## src/rtl/mac_wake_defines.vh

```
`ifndef MAC_WAKE_DEFINES_VH
`define MAC_WAKE_DEFINES_VH

// ***********************************************************
// Register map
// ***********************************************************
`define ADDR_W 12
`define DATA_W 32
`define OFS_WAKE 12'h12c
`define OFS_CSUM 12'h130
`define OFS_IRQ_STS 12'h140
`define OFS_IRQ_MSK 12'h144
`define OFS_WAKE_AUX 12'h148

// One-hot register selects
`define SEL_W 5
`define SEL_NONE 5'h00
`define SEL_WAKE 5'h01
`define SEL_CSUM 5'h02
`define SEL_IRQ_STS 5'h04
`define SEL_IRQ_MSK 5'h08
`define SEL_WAKE_AUX 5'h10
`define IDX_WAKE 0
`define IDX_CSUM 1
`define IDX_IRQ_STS 2
`define IDX_IRQ_MSK 3
`define IDX_WAKE_AUX 4

// ***********************************************************
// Field layout
// ***********************************************************
`define WK_BROADCAST_WAKE_EN 0
`define WK_SYNC_EN 1
`define WK_FILT_EN 2
`define WK_STA_EN 3
`define WK_EN_N 4
`define WK_EN_MSB 3
`define WK_FLAG_LSB 4
`define WK_FLAG_MSB 6
`define WK_FLAG_N 3
`define CS_RX_EN 0
`define CS_RX_MODE 1
`define CS_TX_EN 16
`define IRQ_N 4
`define IRQ_MSB 3
`define AUX_RES_CLR 0

// ***********************************************************
// Reset values and constants
// ***********************************************************
`define RST_WAKE_EN 4'h0
`define RST_IRQ_MSK 4'h0
`define RST_BIT 1'b0
`define ZERO32 32'h00000000
`define CSUM_START_W 8
`define CSUM_FIXED_START_BYTES 8'h0e
`define CSUM_L3_START_BYTES 8'h00

`endif

```

## src/rtl/sticky_flag.v

```verilog
`timescale 1ns/1ps
`default_nettype none

// ***********************************************************
// Sticky event flag with clear
// ***********************************************************
module sticky_flag
(
   // Clock and reset
   input wire pclk,
   input wire presetn,
   // Control
   input wire set_evt,
   input wire clear_req,
   // State
   output wire flag
);

reg flag_ff;
wire nxt_flag;

// Set beats a clear in the same cycle
assign nxt_flag = set_evt | (flag_ff & ~clear_req);

// Flag storage
always @(posedge pclk or negedge presetn)
begin
   if (!presetn)
      flag_ff <= 1'b0;
   else
      flag_ff <= nxt_flag;
end

assign flag = flag_ff;

endmodule
`default_nettype wire

```

## src/rtl/mac_wake_and_checksum_ctrl.v

```verilog
`timescale 1ns/1ps
`default_nettype none
`include "mac_wake_defines.vh"

// ***********************************************************
// Wakeup and checksum offload control registers
// ***********************************************************
module mac_wake_and_checksum_ctrl
(
   // Clock and reset
   input wire pclk,
   input wire presetn,
   // APB slave
   input wire psel,
   input wire penable,
   input wire pwrite,
   input wire [`ADDR_W-1:0] paddr,
   input wire [`DATA_W-1:0] pwdata,
   input wire [3:0] pstrb,
   output wire [`DATA_W-1:0] prdata,
   output wire pready,
   output wire pslverr,
   // Receive event pulses from the MAC
   input wire rx_filter_frame_match,
   input wire rx_sync_pattern_packet,
   input wire rx_broadcast_frame,
   input wire rx_station_addr_match,
   input wire resume_done,
   // Wakeup controls
   output wire station_address_wake_en,
   output wire filter_wake_en,
   output wire sync_pattern_wake_en,
   output wire broadcast_wake_en,
   output wire remote_wakeup_mode,
   output wire wake_request,
   // Checksum engine controls
   output wire tx_checksum_engine_en,
   output wire rx_checksum_engine_en,
   output wire rx_checksum_start_mode,
   output wire [`CSUM_START_W-1:0] rx_checksum_start_offset,
   // Interrupt
   output wire irq
);

// ***********************************************************
// Address decode
// ***********************************************************
function [`SEL_W-1:0] reg_select;
   input [`ADDR_W-1:0] addr;
   begin
      reg_select = `SEL_NONE;
      case (addr)
         `OFS_WAKE: reg_select = `SEL_WAKE;
         `OFS_CSUM: reg_select = `SEL_CSUM;
         `OFS_IRQ_STS: reg_select = `SEL_IRQ_STS;
         `OFS_IRQ_MSK: reg_select = `SEL_IRQ_MSK;
         `OFS_WAKE_AUX: reg_select = `SEL_WAKE_AUX;
         default: reg_select = `SEL_NONE;
      endcase
   end
endfunction

// ***********************************************************
// Declarations
// ***********************************************************
reg pready_ff;
reg pslverr_ff;
reg [`DATA_W-1:0] prdata_ff;
reg [`WK_EN_MSB:0] wake_en_ff;
reg [`WK_EN_MSB:0] nxt_wake_en;
reg tx_en_ff;
reg nxt_tx_en;
reg rx_en_ff;
reg nxt_rx_en;
reg rx_mode_ff;
reg nxt_rx_mode;
reg [`IRQ_MSB:0] irq_msk_ff;
reg [`IRQ_MSB:0] nxt_irq_msk;
reg res_clr_ff;
reg nxt_res_clr;
reg wake_req_ff;
reg wake_mode_ff;
reg irq_ff;
reg [`CSUM_START_W-1:0] csum_ofs_ff;
reg [`CSUM_START_W-1:0] nxt_csum_ofs;
reg [`DATA_W-1:0] rd_word;

wire setup_ph;
wire wr_fire;
wire [`SEL_W-1:0] sel_setup;
wire [`SEL_W-1:0] sel_acc;
wire [`DATA_W-1:0] wmask;
wire [`DATA_W-1:0] wr_data;
wire [`WK_FLAG_N-1:0] wake_set;
wire [`WK_FLAG_N-1:0] wake_clr;
wire [`WK_FLAG_N-1:0] wake_flag;
wire [`IRQ_N-1:0] irq_set;
wire [`IRQ_N-1:0] irq_clr;
wire [`IRQ_N-1:0] irq_sts;
wire nxt_wake_req;
wire nxt_wake_mode;
wire nxt_irq;

// ***********************************************************
// Bus phase and write qualifiers
// ***********************************************************
// Setup phase, and completion of a write access
assign setup_ph = psel & ~penable;
assign wr_fire = psel & penable & pready_ff & pwrite;
assign sel_setup = reg_select(paddr);
assign sel_acc = reg_select(paddr);

// Byte strobes expanded to a bit mask
assign wmask = {{8{pstrb[3]}}, {8{pstrb[2]}},
                {8{pstrb[1]}}, {8{pstrb[0]}}};
assign wr_data = pwdata & wmask;

// ***********************************************************
// Wakeup status flags
// ***********************************************************
// Broadcast, sync and filter receptions set flags regardless of the enables
assign wake_set[`WK_BROADCAST_WAKE_EN] = rx_broadcast_frame;
assign wake_set[`WK_SYNC_EN] = rx_sync_pattern_packet;
assign wake_set[`WK_FILT_EN] = rx_filter_frame_match;

// Write one to clear, or cleared when a resume completes
assign wake_clr = ({`WK_FLAG_N{wr_fire & sel_acc[`IDX_WAKE]}}
                   & wr_data[`WK_FLAG_MSB:`WK_FLAG_LSB])
                | {`WK_FLAG_N{resume_done & res_clr_ff}};

genvar gi;
generate
   for (gi = 0; gi < `WK_FLAG_N; gi = gi + 1)
   begin : g_wake_flag
      // Set wins over any clear
      sticky_flag u_flag
      (
         .pclk(pclk),
         .presetn(presetn),
         .set_evt(wake_set[gi]),
         .clear_req(wake_clr[gi]),
         .flag(wake_flag[gi])
      );
   end
endgenerate

// ***********************************************************
// Interrupt status flags
// ***********************************************************
// One bit per reception kind, station match on the top bit
assign irq_set = {rx_station_addr_match, rx_filter_frame_match,
                  rx_sync_pattern_packet, rx_broadcast_frame};
assign irq_clr = {`IRQ_N{wr_fire & sel_acc[`IDX_IRQ_STS]}}
               & wr_data[`IRQ_MSB:0];

generate
   for (gi = 0; gi < `IRQ_N; gi = gi + 1)
   begin : g_irq_flag
      sticky_flag u_flag
      (
         .pclk(pclk),
         .presetn(presetn),
         .set_evt(irq_set[gi]),
         .clear_req(irq_clr[gi]),
         .flag(irq_sts[gi])
      );
   end
endgenerate

// Level interrupt while any unmasked bit is set
assign nxt_irq = |(irq_sts & irq_msk_ff);

// ***********************************************************
// Control register next values
// ***********************************************************
// Masked update of writable fields on a completed write
always @*
begin
   nxt_wake_en = wake_en_ff;
   nxt_tx_en = tx_en_ff;
   nxt_rx_en = rx_en_ff;
   nxt_rx_mode = rx_mode_ff;
   nxt_irq_msk = irq_msk_ff;
   nxt_res_clr = res_clr_ff;
   if (wr_fire && sel_acc[`IDX_WAKE])
   begin
      nxt_wake_en = (wake_en_ff & ~wmask[`WK_EN_MSB:0])
                  | wr_data[`WK_EN_MSB:0];
   end
   if (wr_fire && sel_acc[`IDX_CSUM])
   begin
      // Caller keeps the paths idle while these change
      if (wmask[`CS_TX_EN])
         nxt_tx_en = pwdata[`CS_TX_EN];
      if (wmask[`CS_RX_EN])
         nxt_rx_en = pwdata[`CS_RX_EN];
      if (wmask[`CS_RX_MODE])
         nxt_rx_mode = pwdata[`CS_RX_MODE];
   end
   if (wr_fire && sel_acc[`IDX_IRQ_MSK])
   begin
      nxt_irq_msk = (irq_msk_ff & ~wmask[`IRQ_MSB:0])
                  | wr_data[`IRQ_MSB:0];
   end
   if (wr_fire && sel_acc[`IDX_WAKE_AUX] && wmask[`AUX_RES_CLR])
      nxt_res_clr = pwdata[`AUX_RES_CLR];
end

// Start offset handed to the receive checksum engine
always @*
begin
   if (nxt_rx_mode)
      nxt_csum_ofs = `CSUM_L3_START_BYTES;
   else
      nxt_csum_ofs = `CSUM_FIXED_START_BYTES;
end

// ***********************************************************
// Wakeup decisions
// ***********************************************************
// Wake when an armed source sees its reception
assign nxt_wake_req =
     (wake_en_ff[`WK_STA_EN] & rx_station_addr_match)
   | (wake_en_ff[`WK_FILT_EN] & rx_filter_frame_match)
   | (wake_en_ff[`WK_SYNC_EN] & rx_sync_pattern_packet)
   | (wake_en_ff[`WK_BROADCAST_WAKE_EN] & rx_broadcast_frame);

// Remote wakeup mode from the frame-based enables
assign nxt_wake_mode = nxt_wake_en[`WK_STA_EN]
                     | nxt_wake_en[`WK_FILT_EN]
                     | nxt_wake_en[`WK_BROADCAST_WAKE_EN];

// ***********************************************************
// Register read mux
// ***********************************************************
always @*
begin
   rd_word = `ZERO32;
   case (sel_setup)
      `SEL_WAKE:
      begin
         rd_word[`WK_FLAG_MSB:`WK_FLAG_LSB] = wake_flag;
         rd_word[`WK_EN_MSB:0] = wake_en_ff;
      end
      `SEL_CSUM:
      begin
         rd_word[`CS_TX_EN] = tx_en_ff;
         rd_word[`CS_RX_MODE] = rx_mode_ff;
         rd_word[`CS_RX_EN] = rx_en_ff;
      end
      `SEL_IRQ_STS: rd_word[`IRQ_MSB:0] = irq_sts;
      `SEL_IRQ_MSK: rd_word[`IRQ_MSB:0] = irq_msk_ff;
      `SEL_WAKE_AUX: rd_word[`AUX_RES_CLR] = res_clr_ff;
      default: rd_word = `ZERO32;
   endcase
end

// ***********************************************************
// APB answer
// ***********************************************************
// Answer is prepared in setup, dropped after completion
always @(posedge pclk or negedge presetn)
begin
   if (!presetn)
   begin
      pready_ff <= 1'b0;
      pslverr_ff <= 1'b0;
      prdata_ff <= `ZERO32;
   end
   else if (setup_ph)
   begin
      pready_ff <= 1'b1;
      pslverr_ff <= (sel_setup == `SEL_NONE);
      prdata_ff <= pwrite ? `ZERO32 : rd_word;
   end
   else if (psel && penable && pready_ff)
   begin
      pready_ff <= 1'b0;
      pslverr_ff <= 1'b0;
      prdata_ff <= `ZERO32;
   end
end

// ***********************************************************
// Control and output registers
// ***********************************************************
always @(posedge pclk or negedge presetn)
begin
   if (!presetn)
   begin
      wake_en_ff <= `RST_WAKE_EN;
      tx_en_ff <= `RST_BIT;
      rx_en_ff <= `RST_BIT;
      rx_mode_ff <= `RST_BIT;
      irq_msk_ff <= `RST_IRQ_MSK;
      res_clr_ff <= `RST_BIT;
      csum_ofs_ff <= `CSUM_FIXED_START_BYTES;
      wake_req_ff <= 1'b0;
      wake_mode_ff <= 1'b0;
      irq_ff <= 1'b0;
   end
   else
   begin
      wake_en_ff <= nxt_wake_en;
      tx_en_ff <= nxt_tx_en;
      rx_en_ff <= nxt_rx_en;
      rx_mode_ff <= nxt_rx_mode;
      irq_msk_ff <= nxt_irq_msk;
      res_clr_ff <= nxt_res_clr;
      csum_ofs_ff <= nxt_csum_ofs;
      wake_req_ff <= nxt_wake_req;
      wake_mode_ff <= nxt_wake_mode;
      irq_ff <= nxt_irq;
   end
end

// ***********************************************************
// Output wiring
// ***********************************************************
assign prdata = prdata_ff;
assign pready = pready_ff;
assign pslverr = pslverr_ff;
assign station_address_wake_en = wake_en_ff[`WK_STA_EN];
assign filter_wake_en = wake_en_ff[`WK_FILT_EN];
assign sync_pattern_wake_en = wake_en_ff[`WK_SYNC_EN];
assign broadcast_wake_en = wake_en_ff[`WK_BROADCAST_WAKE_EN];
assign remote_wakeup_mode = wake_mode_ff;
assign wake_request = wake_req_ff;
assign tx_checksum_engine_en = tx_en_ff;
assign rx_checksum_engine_en = rx_en_ff;
assign rx_checksum_start_mode = rx_mode_ff;
assign rx_checksum_start_offset = csum_ofs_ff;
assign irq = irq_ff;

endmodule
`default_nettype wire

```

## config.mk

```make
export PLATFORM = sky130hd
export DESIGN_NAME = mac_wake_and_checksum_ctrl
export DESIGN_NICKNAME = d
export VERILOG_FILES = /design/src/rtl/sticky_flag.v /design/src/rtl/mac_wake_and_checksum_ctrl.v
export VERILOG_INCLUDE_DIRS = /design/src /design/src/rtl
export SDC_FILE = /design/constraint.sdc
export NUM_CORES = 1
export LEC_CHECK = 0
export BUFFER_PORTS_ARGS = -buffer_cell sky130_fd_sc_hd__buf_2
export CORE_UTILIZATION = 39
export CTS_BUF_LIST = sky130_fd_sc_hd__clkbuf_16
export CTS_CLUSTER_DIAMETER = 60
export DETAILED_ROUTE_END_ITERATION = 10
export GPL_ROUTABILITY_DRIVEN = 1
export PLACE_DENSITY_LB_ADDON = 0.15
export SYNTH_ARGS = -nofsm -noshare
export SYNTH_HDL_FRONTEND = slang
export SYNTH_HIERARCHICAL = 1
export SYNTH_SLANG_ARGS = --single-unit
```

## constraint.sdc

```tcl
create_clock -name pclk -period 1.4 [get_ports pclk]
set_input_delay 0.07 -clock pclk [delete_from_list [all_inputs] [get_ports pclk]]
set_output_delay 0.07 -clock pclk [all_outputs]
set_load 0.03 [all_outputs]
```

## After elaboration in Yosys (flattened, before gate mapping)

Index checks and enable logic that the tools add are counted.

| operators by class | value |
|---|---|
| div/mod/pow operators | 0 |
| shifts and indexed selects | 0 |
| reductions and logical operators | 12 |
| multiplexer cells | 16 |
| multiply operators | 0 |
| bitwise gates (word level) | 48 |
| equality and inequality tests | 10 |
| add/subtract/negate cells | 0 |
| magnitude comparators | 0 |

Operators by type and width:

| cell | number |
|---|---|
| 32-bit two-way mux | 2 |
| 12-bit by 9-bit == test with 1-bit output, second input constant | 5 |
| 5-bit one-hot mux with 5 select lines | 1 |
| 1-bit bitwise AND | 18 |
| 17-bit two-way mux | 1 |
| 4-bit bitwise AND | 4 |
| 1-bit OR | 12 |
| 4-bit two-way mux | 2 |
| 1-bit NOT | 8 |
| 4-bit OR | 2 |
| 7-bit bitwise AND | 1 |
| 1-bit logical AND | 7 |
| 1-bit two-way mux | 6 |
| 2-bit one-hot mux with 3 select lines | 1 |
| 5-bit by 1-bit == test with 1-bit output, second input constant | 1 |
| 5-bit by 2-bit == test with 1-bit output, second input constant | 1 |
| 5-bit by 3-bit == test with 1-bit output, second input constant | 1 |
| 5-bit by 4-bit == test with 1-bit output, second input constant | 1 |
| 5-bit == test, second input constant | 1 |
| 5-bit zero test | 1 |
| 1-bit one-hot mux with 5 select lines | 1 |
| 4-bit NOT | 1 |
| 1-bit one-hot mux with 4 select lines | 1 |
| 2-bit AND reduction | 2 |
| 5 further kinds | 5 |

| storage, ports and cells | value |
|---|---|
| memory bits (read-only) | 0 |
| bits in latches | 0 |
| memory bits (writable) | 0 |
| bits of input ports | 58 |
| output and inout port bits | 52 |
| register bits | 64 |
| memories kept | 0 |

## Longest topological paths before layout

| logic depth | value |
|---|---|
| word-level depth | 9 |
| mapped depth | 7 |
| depth with buffers taken out | 6 |

## Hierarchy

The synthesis kept the hierarchy.

Modules (own cells, without submodules):

| module | sequential area each (sq um) | area an instance (sq um) | instances | cells each |
|---|---|---|---|---|
| mac_wake_and_checksum_ctrl | 651.9 | 1612.8 | 1 | 152 |
| sticky_flag | 25.0 | 36.3 | 7 | 3 |

## Worst setup path before layout

OpenSTA, ideal clock, no wires.

| path | value |
|---|---|
| kind | register -> register |
| start | register pready_ff, in the netlist pready |
| end | register with a tool-made name |
| data required time | 1275 ps |
| setup time | 125 ps |
| cell stages (with the launch flop) | 5 |
| slack | -297 ps |
| path buffers | 0 |
| data arrival time | 1572 ps |
| cell sequence | dfrtp_1 and4_1 nand4_4 and2b_2 mux2_2 |

RTL lines:

| what | line | source |
|---|---|---|
| from (decl) | mac_wake_and_checksum_ctrl.v:66 | `reg pready_ff;` |
| from (signal assigned) | mac_wake_and_checksum_ctrl.v:266 | `pready_ff <= 1'b0;` |
| from (signal assigned) | mac_wake_and_checksum_ctrl.v:272 | `pready_ff <= 1'b1;` |
| from (signal assigned) | mac_wake_and_checksum_ctrl.v:278 | `pready_ff <= 1'b0;` |

## Final worst setup path

| path | value |
|---|---|
| start | register pready_ff, in the netlist pready |
| end | register g_wake_flag[0].u_flag.flag_ff |

| between the ends | value |
|---|---|
| word-level cells in the longest chain between the ends | 8 |

RTL lines:

| what | line | source |
|---|---|---|
| 1-bit bitwise AND (2 in series) | mac_wake_and_checksum_ctrl.v:109 | `assign wr_fire = psel & penable & pready_ff & pwrite;` |
| 1-bit bitwise AND | mac_wake_and_checksum_ctrl.v:127 | `` assign wake_clr = ({`WK_FLAG_N{wr_fire & sel_acc[`IDX_WAKE]}} `` |
| 3-bit bitwise AND | mac_wake_and_checksum_ctrl.v:127 |  |
| 3-bit OR | mac_wake_and_checksum_ctrl.v:127 |  |
| via wake_clr[0] | mac_wake_and_checksum_ctrl.v:95 | `` wire [`WK_FLAG_N-1:0] wake_clr; `` |
| 1-bit NOT | sticky_flag.v:23 | `assign nxt_flag = set_evt \| (flag_ff & ~clear_req);` |
| 1-bit bitwise AND | sticky_flag.v:23 |  |
| 1-bit OR | sticky_flag.v:23 |  |
| via g_wake_flag[0].u_flag.nxt_flag | sticky_flag.v:20 | `wire nxt_flag;` |
| to (signal assigned) | sticky_flag.v:31 | `flag_ff <= nxt_flag;` |
| to (decl) | sticky_flag.v:19 | `reg flag_ff;` |

The timed path passes the listed nets, and every way through them passes these cells.
A chain may end at the register's enable or synchronous reset.

==> summary.md <==
| Metric | Value |
|---|---|
| Stages on the worst setup path | `7` |
| Mapped cell area | `approximately 1900 sq um` |
| Detailed placement HPWL | `~3.2 mm` |
| Vias per Instance | `4.74` |
| Status | `finished, violations left` |
| Fin worst setup slack | `-76.1 ps` |
| Hold path startpoint | `pwdata[1]` |
| IO Pins | `110` |
| Most common cell after layout, fill and taps aside | `buf_2` |
| CTS buffer count | `5` |
| Crit start category | `flop` |
| Initial core utilization | `between 40% and 50%` |
| Maxcap violations | `0` |
| Worst-path maximum fanout | `8` |
| Worst Skew | `approximately 2.6 ps` |
| Synth warnings | `6` |
| 1st-iter DRT viols | `42` |
| Cell Rows | `24` |
| RSZ-0062 raised after global routing | `true` |
| Req. time, crit path | `between 1500 and 2000 ps` |
| Final Net Count | `approximately 320` |
| Hold slack | `24.7 ps` |
| Antenna viol nets, final | `0` |
| Worst R2R Start | `pready$_DFFE_PN0P_` |
| EDFF count, synth | `0` |
| Crit-path max cell delay | `about 360 ps` |
| Flop pwr share | `roughly two fifths` |
| Pre-CTS setup slack | `-223 ps` |
| Total power | `about 2.3 mW` |
| Gpl congestion | `about 0.85` |
| Clk sink count | `33` |
| Root Buffer | `clkbuf_16` |
| Clock share of power | `approximately 45%` |
| R2R Path End | `g_wake_flag[0].u_flag/flag$_DFF_PN0_` |
| Pwr per Cell Area | `roughly 930 nW/um^2` |
| Crit-path cells | `and4_4 -> nand4_4 -> buf_12 -> nor2_8 -> a22o_1 -> inv_1 -> a21o_1` |
| Switch share | `between 20% and 30%` |
| DP Cell Count | `around 300` |
| #FFs+latches synth | `33` |
| Die height | `slightly above 70 um` |
| Register area share after synthesis | `between 40 and 50%` |
| Cells after Synth | `~170` |
| Ys async rst share | `100%` |
| Mean area per synthesized cell | `10.8 sq um` |
| Drt wl/cell | `roughly 13 um` |
| Int Pwr | `about 1.7 mW` |
| Layout cells sized above 1 | `approximately 44%` |
| Leakage | `roughly 1.3 nW` |
| H-tree depth | `2` |
| Die ar. | `between 5000 and 6000 sq um` |
| CTS tree | `built` |
| WL final | `slightly above 4 mm` |
| Switching power | `0.601 mW` |
| Gr usage total | `~18%` |
| Max stage delay cell, worst path | `dfrtp_2` |
| Fin crit share | `105%` |
| Vias in the first global route | `around 1500` |
| CP bufs+invs | `2` |
| R2R depth | `7` |
| Final non-filler cell total | `between 300 and 400` |
| Vias | `roughly 1500` |
| Worst EP arrival | `~1600 ps` |
| Min Tclk post-route | `1480 ps` |
| Pins Over Slew Limit | `0` |
| CP Capture Point | `g_wake_flag[0].u_flag/flag$_DFF_PN0_` |
| Max Fclk | `677 MHz` |
| Clock transition at path regs | `~50 ps` |
| Start point of the critical path | `pready$_DFFE_PN0P_` |
| CP Class | `reg -> reg` |
| Final setup viols | `20` |
| Worst R2R Setup Slack | `-80 ps` |
| Layout overhead on the synthesized area | `33.7%` |
| Hold Path Class | `in -> reg` |
| Worst skew pair latency | `~270 ps` |
| First-pass DRT Iterations | `7` |
| Largest net degree at the start of global routing | `34` |
| ANT cells | `0` |
| GR Overflow Total | `0` |
| Crit path capture type | `flop` |
| Die W | `between 70 and 80 um` |
| Main synth FF type | `dfrtp_1` |
| VDD IR max | `around 0.0008 V` |
| Initial antenna violation count | `0` |
| Combinational Power Share | `13.5%` |
| First-pass GRT wire length | `approximately 6.9 mm` |
| Number of port buffers | `54` |
| Final Hold Vio Count | `0` |
| Failing checks | `DRC, setup timing` |
| Setup TNS | `-1110 ps` |
| Critical path's top delay family | `simple AND/OR/NAND/NOR gates` |
| Highest-count cells in the layout ignoring fill and taps | `buf_2, dfrtp_1, conb_1` |
| Synth unique cells | `36` |
| CORE AREA | `about 4500 sq um` |
| Clock Tree Buf Depth | `2` |
| Drt drc | `8` |
## worst reg2reg max path, delay by kind of cell, from the launching register on
kind / cells / cell delay, ps
simple gates: 3 / 510
flops: 1 / 360
compound gates: 2 / 300
buf+inv: 2 / 200
## how the worst min path moves through the flow
stage                                            end  slack, ps  cells after the start
4_1_cts        rx_checksum_start_offset[2]$_DFF_PN1_         20                      2
6_report       rx_checksum_start_offset[2]$_DFF_PN1_         20                      2
3_3_place_gp                      pready$_DFFE_PN0P_         40                      2
2_1_floorplan                              async pin       -230                      0
3_5_place_dp                   prdata[1]$_DFFE_PN0P_         40                      2
5_1_grt        rx_checksum_start_offset[2]$_DFF_PN1_         30                      2
## power groups by stage
stage / sequential (mW) / combinational [mW] / clock [mW]
2_1_floorplan: 0.995 / 0.208 / 0
3_3_place_gp: 0.982 / 0.304 / 0
3_5_place_dp: 0.982 / 0.304 / 0
4_1_cts: 0.966 / 0.310 / 1.06
5_1_grt: 0.966 / 0.337 / 1.11
6_report: 0.966 / 0.311 / 1.03
## what timing repair did
action,CTS,global route
pin swaps,0,5
hold buffers,2,0
endpoints found under the hold margin,34,0
resized for setup,6,3
setup endpoints to repair,20,21
buffers inserted,0,1
## cell families after synthesis
kind of cell	share of synthesized area, %
compound gates	12.6
buf+inv	14.5
flops	44.3
mux	10.3
other cells	0.201
simple gates	18.2
## synth_stat cells, types with 3 or more instances
cell type / count / area, sq um
mux2_4: 4 / 60.1
inv_1: 9 / 33.8
buf_4: 31 / 233
nor3_1: 3 / 15.0
and2_1: 4 / 25.0
mux2_2: 9 / 101
nor2_1: 6 / 22.5
and3_1: 4 / 25.0
nand3_1: 3 / 15.0
a21o_1: 7 / 52.6
a221oi_1: 4 / 35.0
nand2_1: 13 / 48.8
o21ai_0: 6 / 30.0
nor3b_1: 4 / 30.0
a22o_1: 6 / 52.6
dfrtp_1: 32 / 801
mux2i_1: 3 / 30.0
a22oi_1: 4 / 30.0
## routing by layer
metal / GRT usage (%) / vias to the layer above / wire length (um)
met3: 3.56 / 6 / 148
met2: 28.5 / 41 / 1990
li1: - / 726 / -
met1: 23.8 / 706 / 1890
met5: 0 / - / 0
met4: 6.67 / 0 / 55
## stage by stage
stage                     area (sq um)  utilization [%]
after floorplan                   1980                -
final                             2500             55.8
after detailed placement          2290             51.3
after global routing              2500             55.8
after CTS                         2470             55.3
after global placement            2290             51.3
## cell type report
type / instances / area [sq um]
Tap cell: 52 / 65.1
Inverter: 9 / 33.8
Clock inverter: 3 / 17.5
Fill cell: 426 / 1980
Timing Repair Buffer: 83 / 518
Sequential cell: 33 / 828
Multi-Input combinational cell: 127 / 908
Clock buffer: 5 / 125
(Power assumes the default switching activity.)
